===== config.mk =====
export PLATFORM = sky130hd
export DESIGN_NAME = hrs_home_sequencer
export DESIGN_NICKNAME = d
export VERILOG_FILES = /design/src/hrs_pkg.sv /design/src/hrs_dist_counter.sv /design/src/hrs_home_sequencer.sv /design/src/hrs_sync_edge.sv
export SDC_FILE = /design/constraint.sdc
export NUM_CORES = 1
export LEC_CHECK = 0
export BUFFER_PORTS_ARGS = -buffer_cell sky130_fd_sc_hd__buf_2
export CAP_MARGIN = 0
export CORE_UTILIZATION = 46
export CTS_CLUSTER_DIAMETER = 80
export DETAILED_ROUTE_END_ITERATION = 6
export PLACE_DENSITY = 0.8
export SYNTH_ARGS = -nofsm -noshare
export SYNTH_HDL_FRONTEND = slang
export SYNTH_SLANG_ARGS = --single-unit

===== constraint.sdc =====
create_clock -name MCLK -period 2.8 [get_ports MCLK]
set_input_delay 0 -clock MCLK [delete_from_list [all_inputs] [get_ports MCLK]]
set_output_delay 0 -clock MCLK [all_outputs]
set_load 0.01 [all_outputs]

===== src/hrs_pkg.sv =====
// Shared constants, method codes and state encoding for the home return sequencer
package hrs_pkg;

    localparam int METHOD_W = 4;
    localparam int SPEED_W = 16;
    localparam int POS_W = 32;
    localparam int TIME_W = 16;
    localparam int TABLE_LOW_W = 5;
    localparam int TABLE_HIGH_W = 3;

    typedef enum logic [METHOD_W-1:0] {
        M_DOG = 4'h0,
        M_COUNT = 4'h1,
        M_DATA_SET = 4'h2,
        M_STOPPER = 4'h3,
        M_SERVO_ON = 4'h4,
        M_REAR_END = 4'h5,
        M_COUNT_FRONT = 4'h6,
        M_CRADLE = 4'h7,
        M_FIRST_INDEX = 4'h8,
        M_FRONT_END = 4'h9,
        M_SWITCHLESS = 4'ha
    } hrs_method_t;

    localparam logic [METHOD_W-1:0] METHOD_LAST = 4'ha;

    localparam logic DIR_INCREASE = 1'b0;
    localparam logic DIR_DECREASE = 1'b1;
    localparam logic POL_OFF_DETECTS = 1'b0;
    localparam logic POL_ON_DETECTS = 1'b1;

    localparam logic [SPEED_W-1:0] SPEED_RESET = 16'h0000;
    localparam logic [POS_W-1:0] POS_RESET = 32'h0000_0000;
    localparam logic [TIME_W-1:0] TIME_RESET = 16'h0000;
    localparam logic [TABLE_LOW_W-1:0] TABLE_LOW_OFF = 5'h00;
    localparam logic [TABLE_HIGH_W-1:0] TABLE_HIGH_OFF = 3'h0;

    typedef enum logic [3:0] {
        ST_IDLE = 4'h0,
        ST_FAST = 4'h1,
        ST_CREEP_REAR = 4'h2,
        ST_POST = 4'h3,
        ST_INDEX = 4'h4,
        ST_SHIFT = 4'h5,
        ST_STOPPER = 4'h6,
        ST_LOAD = 4'h7
    } hrs_state_t;

endpackage


===== src/hrs_dist_counter.sv =====
// Step counter that flags when a loaded travel distance has been covered
`timescale 1ns/1ps
module hrs_dist_counter #(
    parameter int W = 32
) (
    input wire logic clk,
    input wire logic rst_n,
    input wire logic load,
    input wire logic [W-1:0] target,
    input wire logic step,
    output logic done
);
    localparam logic [W-1:0] ONE = W'(1);
    localparam logic [W-1:0] ZERO = W'(0);
    logic [W-1:0] remaining;

    always_ff @(posedge clk or negedge rst_n) begin
        if (!rst_n) begin
            remaining <= ZERO;
            done <= 1'b1;
        end else if (load) begin
            remaining <= target;
            done <= (target == ZERO);
        end else if (step && !done) begin
            remaining <= remaining - ONE;
            done <= (remaining == ONE);
        end
    end
endmodule


===== src/hrs_home_sequencer.sv =====
// Home position return sequencer: method selection, approach, creep, shift and load
// Function
// - Method setting picks one of eleven homing methods, codes 0 to A.
// - Direction 0 starts toward increasing addresses, 1 toward decreasing.
// - Polarity 0 means switch off detects, 1 means switch on detects.
// - Switch method: slow at front edge, home at first index past rear edge plus shift.
// - Homing speed until switch detected, creep speed afterwards; stopper and switchless run at creep speed throughout.
// - Switch method measures shift from first index after the rear edge.
// - Acceleration and deceleration constants come from position table entry one.
// - Completion loads the current position with the home position value.
// - Count front-end: slow at front edge, home after post distance plus shift.
// - Cradle: home at first index after switch front edge.
// - First-index: reverse after front edge, home at first index plus shift.
// - Front-end: switch front edge itself is home, no index used.
// - Switchless: ignore switch, home at first index plus shift.
`timescale 1ns/1ps
module hrs_home_sequencer #(
    parameter int POS_W = 32,
    parameter int SPEED_W = 16,
    parameter int TIME_W = 16
) (
    input wire logic MCLK,
    input wire logic NRST,
    input wire logic START,
    input wire logic ABORT,
    input wire logic TWO_STATION_MODE,
    input wire logic AUTO_MANUAL_SELECT_IN,
    input wire logic [hrs_pkg::TABLE_LOW_W-1:0] TABLE_SELECT_BITS_LOW,
    input wire logic [hrs_pkg::TABLE_HIGH_W-1:0] TABLE_SELECT_BITS_HIGH,
    input wire logic REMOTE_POS_SPEED_SELECT,
    input wire logic [hrs_pkg::METHOD_W-1:0] HOMING_METHOD_PARAM,
    input wire logic HOMING_DIRECTION_PARAM,
    input wire logic INPUT_POLARITY_PARAM,
    input wire logic [SPEED_W-1:0] HOMING_SPEED_PARAM,
    input wire logic [SPEED_W-1:0] CREEP_SPEED_PARAM,
    input wire logic [POS_W-1:0] HOME_SHIFT_DISTANCE_PARAM,
    input wire logic [POS_W-1:0] HOME_POSITION_VALUE_PARAM,
    input wire logic [POS_W-1:0] POST_SWITCH_DISTANCE_PARAM,
    input wire logic [TIME_W-1:0] TABLE1_ACCEL_TIME,
    input wire logic [TIME_W-1:0] TABLE1_DECEL_TIME,
    input wire logic PROX_SWITCH_IN,
    input wire logic INDEX_PULSE_IN,
    input wire logic STOPPER_REACHED_IN,
    input wire logic FEEDBACK_STEP,
    input wire logic FEEDBACK_DIR,
    output logic CMD_RUN,
    output logic CMD_DIR,
    output logic [SPEED_W-1:0] CMD_SPEED,
    output logic [TIME_W-1:0] CMD_ACCEL_TIME,
    output logic [TIME_W-1:0] CMD_DECEL_TIME,
    output logic [POS_W-1:0] CURRENT_POSITION,
    output logic HOMING_BUSY,
    output logic HOMING_DONE,
    output logic HOMING_ERROR
);
    import hrs_pkg::*;

    localparam logic [POS_W-1:0] POS_ONE = POS_W'(1);

    hrs_state_t state;
    hrs_state_t next_state;
    logic [METHOD_W-1:0] method;
    logic run_dir;
    logic next_run_dir;
    logic sw_rise;
    logic sw_fall;
    logic idx_rise;
    logic sw_front;
    logic sw_rear;
    logic request_ok;
    logic start_ok;
    logic start_bad;
    logic dist_load;
    logic [POS_W-1:0] dist_target;
    logic dist_done;
    logic next_motion;

    // Raw pin edges, resolved against polarity below
    hrs_sync_edge u_sw_sync (
        .clk(MCLK), .rst_n(NRST), .din(PROX_SWITCH_IN),
        .level(), .rise(sw_rise), .fall(sw_fall)
    );
    hrs_sync_edge u_idx_sync (
        .clk(MCLK), .rst_n(NRST), .din(INDEX_PULSE_IN),
        .level(), .rise(idx_rise), .fall()
    );

    // Detection starts on the edge that enters the active level
    assign sw_front = (INPUT_POLARITY_PARAM == POL_ON_DETECTS) ? sw_rise : sw_fall;
    assign sw_rear = (INPUT_POLARITY_PARAM == POL_ON_DETECTS) ? sw_fall : sw_rise;

    // Start is only honoured when the host has put the drive in manual homing mode
    assign request_ok = AUTO_MANUAL_SELECT_IN && (TABLE_SELECT_BITS_LOW == TABLE_LOW_OFF)
        && (TABLE_SELECT_BITS_HIGH == TABLE_HIGH_OFF)
        && (!TWO_STATION_MODE || REMOTE_POS_SPEED_SELECT);
    assign start_ok = START && request_ok && (HOMING_METHOD_PARAM <= METHOD_LAST);
    assign start_bad = START && request_ok && (HOMING_METHOD_PARAM > METHOD_LAST);

    always_comb begin
        next_state = state;
        next_run_dir = run_dir;
        if (ABORT) begin
            next_state = ST_IDLE;
        end else begin
            unique case (state)
                ST_IDLE: begin
                    if (start_ok) begin
                        next_run_dir = HOMING_DIRECTION_PARAM;
                        unique case (HOMING_METHOD_PARAM)
                            M_DATA_SET, M_SERVO_ON: next_state = ST_LOAD;
                            M_STOPPER: next_state = ST_STOPPER;
                            M_SWITCHLESS: next_state = ST_INDEX;
                            default: next_state = ST_FAST;
                        endcase
                    end
                end
                ST_FAST: begin
                    if (sw_front) begin
                        unique case (method)
                            M_DOG, M_REAR_END: next_state = ST_CREEP_REAR;
                            M_COUNT, M_COUNT_FRONT: next_state = ST_POST;
                            M_CRADLE: next_state = ST_INDEX;
                            M_FIRST_INDEX: begin
                                next_state = ST_INDEX;
                                next_run_dir = ~run_dir;
                            end
                            M_FRONT_END: next_state = ST_LOAD;
                            default: next_state = ST_IDLE;
                        endcase
                    end
                end
                ST_CREEP_REAR: begin
                    if (sw_rear) begin
                        next_state = (method == M_REAR_END) ? ST_POST : ST_INDEX;
                    end
                end
                ST_POST: begin
                    if (dist_done) begin
                        next_state = (method == M_COUNT) ? ST_INDEX : ST_SHIFT;
                    end
                end
                ST_INDEX: begin
                    // Switch is not looked at here, so switchless homing ignores it
                    if (idx_rise) begin
                        next_state = (method == M_CRADLE) ? ST_LOAD : ST_SHIFT;
                    end
                end
                ST_SHIFT: begin
                    if (dist_done) begin
                        next_state = ST_LOAD;
                    end
                end
                ST_STOPPER: begin
                    if (STOPPER_REACHED_IN) begin
                        next_state = ST_LOAD;
                    end
                end
                ST_LOAD: next_state = ST_IDLE;
                default: next_state = ST_IDLE;
            endcase
        end
    end

    // Distance counter is reloaded on entry to each measured leg
    assign dist_load = (next_state != state) && ((next_state == ST_POST)
        || (next_state == ST_SHIFT));
    assign dist_target = (next_state == ST_POST) ? POST_SWITCH_DISTANCE_PARAM
        : HOME_SHIFT_DISTANCE_PARAM;
    assign next_motion = (next_state != ST_IDLE) && (next_state != ST_LOAD);

    hrs_dist_counter #(.W(POS_W)) u_dist (
        .clk(MCLK), .rst_n(NRST), .load(dist_load), .target(dist_target),
        .step(FEEDBACK_STEP), .done(dist_done)
    );

    always_ff @(posedge MCLK or negedge NRST) begin
        if (!NRST) begin
            state <= ST_IDLE;
            run_dir <= DIR_INCREASE;
        end else begin
            state <= next_state;
            run_dir <= next_run_dir;
        end
    end

    // Method is latched so a parameter change mid-run cannot switch the sequence
    always_ff @(posedge MCLK or negedge NRST) begin
        if (!NRST) begin
            method <= M_DOG;
        end else if (state == ST_IDLE && start_ok) begin
            method <= HOMING_METHOD_PARAM;
        end
    end

    always_ff @(posedge MCLK or negedge NRST) begin
        if (!NRST) begin
            CMD_RUN <= 1'b0;
            CMD_DIR <= DIR_INCREASE;
            CMD_SPEED <= SPEED_RESET;
        end else begin
            CMD_RUN <= next_motion;
            CMD_DIR <= next_run_dir;
            if (!next_motion) begin
                CMD_SPEED <= SPEED_RESET;
            end else if (next_state == ST_FAST) begin
                CMD_SPEED <= HOMING_SPEED_PARAM;
            end else begin
                CMD_SPEED <= CREEP_SPEED_PARAM;
            end
        end
    end

    always_ff @(posedge MCLK or negedge NRST) begin
        if (!NRST) begin
            CMD_ACCEL_TIME <= TIME_RESET;
            CMD_DECEL_TIME <= TIME_RESET;
        end else begin
            CMD_ACCEL_TIME <= TABLE1_ACCEL_TIME;
            CMD_DECEL_TIME <= TABLE1_DECEL_TIME;
        end
    end

    // Load wins over a step arriving in the same cycle
    always_ff @(posedge MCLK or negedge NRST) begin
        if (!NRST) begin
            CURRENT_POSITION <= POS_RESET;
        end else if (state == ST_LOAD) begin
            CURRENT_POSITION <= HOME_POSITION_VALUE_PARAM;
        end else if (FEEDBACK_STEP) begin
            if (FEEDBACK_DIR == DIR_INCREASE) begin
                CURRENT_POSITION <= CURRENT_POSITION + POS_ONE;
            end else begin
                CURRENT_POSITION <= CURRENT_POSITION - POS_ONE;
            end
        end
    end

    always_ff @(posedge MCLK or negedge NRST) begin
        if (!NRST) begin
            HOMING_BUSY <= 1'b0;
            HOMING_DONE <= 1'b0;
            HOMING_ERROR <= 1'b0;
        end else begin
            HOMING_BUSY <= (next_state != ST_IDLE);
            if (state == ST_LOAD) begin
                HOMING_DONE <= 1'b1;
            end else if (start_ok || ABORT) begin
                HOMING_DONE <= 1'b0;
            end
            if (start_bad) begin
                HOMING_ERROR <= 1'b1;
            end else if (start_ok) begin
                HOMING_ERROR <= 1'b0;
            end
        end
    end

    property p_load_position;
        @(posedge MCLK) disable iff (!NRST)
        (state == ST_LOAD) |=> (CURRENT_POSITION == $past(HOME_POSITION_VALUE_PARAM));
    endproperty
    a_load_position: assert property (p_load_position)
        else $error("Position not loaded with home value");
    property p_done_after_load;
        @(posedge MCLK) disable iff (!NRST)
        (state == ST_LOAD) |=> (HOMING_DONE && !HOMING_BUSY && state == ST_IDLE);
    endproperty
    a_done_after_load: assert property (p_done_after_load)
        else $error("Done status missing after load");
    property p_fast_speed;
        @(posedge MCLK) disable iff (!NRST)
        (state == ST_FAST && $past(state) == ST_FAST)
            |-> (CMD_RUN && CMD_SPEED == $past(HOMING_SPEED_PARAM));
    endproperty
    a_fast_speed: assert property (p_fast_speed)
        else $error("Approach not at homing speed");
    property p_creep_speed;
        @(posedge MCLK) disable iff (!NRST)
        (state inside {ST_CREEP_REAR, ST_POST, ST_SHIFT} && $past(state) == state)
            |-> (CMD_SPEED == $past(CREEP_SPEED_PARAM));
    endproperty
    a_creep_speed: assert property (p_creep_speed)
        else $error("Post-detection travel not at creep speed");
    property p_start_dir;
        @(posedge MCLK) disable iff (!NRST)
        (state == ST_IDLE && start_ok && !ABORT)
            |=> (CMD_DIR == $past(HOMING_DIRECTION_PARAM));
    endproperty
    a_start_dir: assert property (p_start_dir)
        else $error("Start direction differs from setting");
    property p_front_end_home;
        @(posedge MCLK) disable iff (!NRST)
        (state == ST_FAST && sw_front && method == M_FRONT_END && !ABORT)
            |=> (state == ST_LOAD) ##1 HOMING_DONE;
    endproperty
    a_front_end_home: assert property (p_front_end_home)
        else $error("Front edge did not become home");
    property p_reverse;
        @(posedge MCLK) disable iff (!NRST)
        (state == ST_FAST && sw_front && method == M_FIRST_INDEX && !ABORT)
            |=> (state == ST_INDEX && CMD_DIR != $past(CMD_DIR));
    endproperty
    a_reverse: assert property (p_reverse)
        else $error("No reversal after front edge");
    property p_cradle;
        @(posedge MCLK) disable iff (!NRST)
        (state == ST_INDEX && idx_rise && method == M_CRADLE && !ABORT) |=> (state == ST_LOAD);
    endproperty
    a_cradle: assert property (p_cradle)
        else $error("Cradle index did not set home");
    property p_accel;
        @(posedge MCLK) disable iff (!NRST)
        $rose(CMD_RUN) |-> (CMD_ACCEL_TIME == $past(TABLE1_ACCEL_TIME)
            && CMD_DECEL_TIME == $past(TABLE1_DECEL_TIME));
    endproperty
    a_accel: assert property (p_accel)
        else $error("Time constants not from table entry one");
    property p_switchless;
        @(posedge MCLK) disable iff (!NRST)
        (state == ST_IDLE && start_ok && !ABORT && HOMING_METHOD_PARAM == M_SWITCHLESS)
            |=> (state == ST_INDEX);
    endproperty
    a_switchless: assert property (p_switchless)
        else $error("Switchless homing did not go to index search");
    property p_gate;
        @(posedge MCLK) disable iff (!NRST)
        (state == ST_IDLE && !request_ok) |=> (state == ST_IDLE);
    endproperty
    a_gate: assert property (p_gate)
        else $error("Homing started outside manual mode");
endmodule


===== src/hrs_sync_edge.sv =====
// Two-stage synchroniser with rising and falling edge pulses
`timescale 1ns/1ps
module hrs_sync_edge (
    input wire logic clk,
    input wire logic rst_n,
    input wire logic din,
    output logic level,
    output logic rise,
    output logic fall
);
    localparam int WARM_W = 3;
    logic meta;
    logic held;
    logic [WARM_W-1:0] warm;

    // First stage feeds only the second stage
    always_ff @(posedge clk or negedge rst_n) begin
        if (!rst_n) begin
            meta <= 1'b0;
            level <= 1'b0;
            held <= 1'b0;
            warm <= {WARM_W{1'b0}};
        end else begin
            meta <= din;
            level <= meta;
            held <= level;
            warm <= {warm[WARM_W-2:0], 1'b1};
        end
    end

    // Edges wait until level and held both hold real pin samples, so a pin idling high
    // is not seen as a fresh edge after reset; an edge in those cycles is lost
    assign rise = level & ~held & warm[WARM_W-1];
    assign fall = ~level & held & warm[WARM_W-1];
endmodule

==> metrics.md <==
| Metric | Value |
|---|---|
| Crit Reg-Reg Startpoint | u_dist.remaining[12] |
| Congestion Overflow GR | 0 |
| Syn Std Cell Area | 7929 µm² |
| Net count after synthesis | just over 1000 |
| Port Buffer Count | 270 |
| Worst-skew pair later-pin latency | 0.43 ns |
| Clock tree root buffer cell | clkbuf_16 |
| Worst setup path end | u_dist.remaining[30] |
| Failing checks | negative setup slack |
| Via density | 5.856 |
| Most instantiated flip-flop cell in the synthesis netlist | dfrtp_1 |
| CTS sink cnt | between 100 and 150 |
| Tightest Hold Check Type | primary input to flip-flop |
| Max-slew violation count | 0 |
| #FFs+latches synth | between 100 and 150 |
| Mapped Avg Cell Area | 9.777 µm² |
| Layout Nets | 1516 |
| Global placer's final weighted congestion | approximately 0.94 |
| Data required time of the critical path | between 3 and 4 ns |
| H-tree Lvls | 4 |
| Run status | complete, but fails checks |
| Setup TNS after final layout | -0.3655 ns |
| Fin worst setup slack | -0.09208 ns |
| Post-route minimum period | between 2 and 3 ns |
| Growth of design area from synthesis to finish | 58.86% |
| TritonCTS clock tree | done |
| Power per cell area | between 700 and 800 nW/µm² |
| Final setup viols | 11 |
| Fmax | roughly 0.35 GHz |
| Final Hold Viols | 0 |
| FF-to-FF setup slack | -0.09 ns |
| Setup crit start | u_dist.remaining[12] |
| Worst setup skew after layout | 0.01227 ns |
| Warning count from the yosys run | 0 |
| First-pass iteration count of the detailed router | 6 |
| Cell Count, Final, Fillers Out | 1532 |
| Maximum vdd ir drop | between 0.5 and 0.6 mV |
| Max-cap violations | 0 |
| Routed wirelength normalized by instance count | 20.22 µm |
| Cells after Synth | a little over 800 |
| Cell type of the slowest stage on the worst timing path | or4_1 |
| Antenna violations before repair | 2 |
| Standard cell core area | between 15000 and 20000 µm² |
| Cell-by-cell trace of the critical path | or4_1 -> nor4_2 -> and4b_1 -> and2_1 -> nand2_1 -> nor3_1 -> xnor2_1 -> mux2i_1 |
| Async set or reset register ratio after synthesis | 100.0% |
| Worst Tran Pin Value | a little over 1 ns |
| Number of enable-type register cells in the synthesized netlist | 0 |
| Slew Limit Headroom | around a third |
| Critical path's largest stage delay | between 0.6 and 0.7 ns |
| Distinct cells, synth | 67 |
| Endpoint class of the critical path | flip-flop |
| First-pass GRT wire length | approximately 45 mm |
| Count of routing violations after the opening detailed-route iteration | 911 |
| Ratio of cells with drive above 1 in the final layout | a little under a third |
| Critical path arrival | 3.20 ns |
| Vias after detailed routing | around 9000 |
| Period Utilization, post-route | 103.3% |
| Largest net degree at the start of global routing | ~110 |
| Die H | between 100 and 150 µm |
| Element type at the critical path start | flip-flop |
| Number of nets with antenna violations after detailed routing | 0 |
| Initial Utilization | a little under half |
| Post-detailed-routing wire length | approximately 31 mm |
| Sequential-to-total area share from yosys stat | approximately 43% |
| Number of buffers on the longest clock path | 2 |
| GRT Total Usage | 32.45% |
| Number of ports placed on the die boundary | roughly 270 |
| DIE WIDTH | ~130 µm |
| Vias in the first global route | 9000 |
| Leakage power | approximately 5.8 nW |
| Number of placed cells counting well taps | approximately 1300 |
| Number of cells on the worst reg-to-reg path | 8 |
| Full die area | between 15000 and 20000 µm² |
| Kind of critical path | flip-flop to flip-flop |
| Detail Placement HPWL | between 15 and 20 mm |
| End of the worst register-to-register path | u_dist.remaining[30] |
| Setup repair after global routing missed its margin | yes |
| Clock buffer count from CTS | 17 |
| Residual DRC | 0 |
| Maximum fanout encountered on the critical timing path | 5 |
| Number of placement rows | 47 |
| Register clock-pin slew on the reported worst setup and hold paths | 0.07 ns |
-- registers in the layout, indices dropped and copies added (netlist names) --
signal            cells
u_sw_sync.held        1
CMD_RUN               1
HOMING_BUSY           1
CMD_SPEED            16
u_idx_sync.meta       1
u_dist.remaining     32
u_sw_sync.meta        1
state                 4
u_idx_sync.warm       3
HOMING_DONE           1
CMD_DIR               1
u_idx_sync.held       1
CURRENT_POSITION     32
u_dist.done           1
CMD_ACCEL_TIME       16
u_idx_sync.level      1
CMD_DECEL_TIME       16
u_sw_sync.level       1
HOMING_ERROR          1
method                4
-- worst min-delay path by stage --
stage / from / end / cells past startpoint
after floorplan: NRST / CMD_ACCEL_TIME[0] / 0
after global placement: TABLE1_DECEL_TIME[0] / CMD_DECEL_TIME[0] / 1
after detailed placement: TABLE1_ACCEL_TIME[5] / CMD_ACCEL_TIME[5] / 1
after CTS: FEEDBACK_STEP / u_dist.remaining[0] / 4
after global routing: FEEDBACK_STEP / u_dist.remaining[1] / 4
final: FEEDBACK_STEP / u_dist.remaining[1] / 4
-- cells in the mapped netlist, types with 6 or more instances --
library cell,count,area [µm²]
o21ai_0,38,190.2
nand2b_1,9,56.30
a21o_1,13,97.59
inv_1,22,82.58
o211ai_1,6,45.04
xnor2_1,42,367.9
buf_2,7,35.03
xor2_1,10,87.58
nor3_1,21,105.1
or3_1,11,68.82
nand3_1,12,60.06
a31oi_1,7,43.79
mux2i_1,90,900.9
dfrtp_1,134,3353
clkbuf_1,15,56.30
nor4_1,27,168.9
nand4_1,12,75.07
ha_1,32,400.4
a21oi_1,60,300.3
nor2_1,60,225.2
nor2b_1,15,93.84
nand2_1,68,255.2
-- metal layers --
layer  routed length, µm  global-route usage [%]  vias up  part of all wire, %
met4                1946                   17.61        0                  6.3
met5                   0                       0        -                    0
met1               11410                   37.53     4240                   37
met2               15030                   55.15      580                   48
met3                2599                   8.105      208                  8.4
li1                    -                       -     3943                    -
-- critical path, delay by kind of cell (launching register included) --
kind          cells  cell delay, ns
simple gates      6            2.03
xor+xnor          1            0.16
mux               1            0.09
flops             1            0.47
-- timing repair --
action	4_1_cts	5_1_grt
resized for setup	4	66
endpoints found under the setup margin	33	43
pin swaps	0	16
hold endpoints to repair	225	0
hold buffers	170	0
buffers inserted	0	10
gates cloned	0	6
-- where the power goes --
group	total, mW	switching (mW)	internal, mW
Clock	2.28	0.989	1.29
Combinational	4.09	2.17	1.93
Sequential	2.94	0.510	2.43
-- logic make-up (layout without fill, tap and decap cells) --
family	Yosys count	count (layout)	share of synthesized area, %
flops	135	135	42.62
buf+inv	50	549	2.761
xor+xnor	52	52	5.744
fa+ha+maj	34	34	5.428
simple gates	269	269	17.34
other cells	2	4	0.09472
compound gates	178	178	14.50
mux	91	91	11.50
-- stage by stage --
| step | hold WS (ns) | area, µm² | total power, mW | util [%] | setup WS [ns] |
|---|---|---|---|---|---|
| floorplan | -0.2956 | 7934 | 5.279 | - | 0.03007 |
| global placement | 0.1075 | 9793 | 6.300 | 58.64 | -0.1159 |
| detailed placement | 0.1093 | 9793 | 6.418 | 58.64 | -0.2867 |
| CTS | 0.1020 | 12100 | 8.894 | 72.47 | 0.009243 |
| global route | 0.1869 | 12600 | 9.859 | 75.42 | -0.3853 |
| finish | 0.1460 | 12600 | 9.312 | 75.42 | -0.09208 |
-- layout by cell type (no fill, tap or decap), types with 5 or more instances in the layout --
master,count
nor2_1,58
mux2i_1,83
mux2i_2,5
nor4_1,24
dlygate4sd3_1,170
xnor2_1,42
ha_1,25
clkbuf_16,20
a21oi_2,5
inv_1,22
nand4_1,12
o21ai_0,36
nand2_1,66
buf_2,269
or3_1,10
a21o_1,13
o211ai_1,6
xor2_1,10
a31oi_1,6
nor3_1,20
inv_6,6
o22ai_1,5
nand3_1,12
a21oi_1,55
o31ai_1,5
buf_6,8
and3_1,5
buf_4,40
nand2b_1,9
nor2b_1,12
dfrtp_1,130
-- layout make-up --
cell class | count | area, µm²
well taps | 220 | 275.3
clock buffers | 18 | 439.2
flip-flops and latches | 135 | 3385
fillers | 1062 | 4105
inverters | 22 | 82.58
repair buffers | 495 | 3598
clock inverters | 14 | 151.4
multi-input cells | 626 | 4659
diodes | 2 | 5.005
Note: power is estimated with default switching activity, not from simulation.
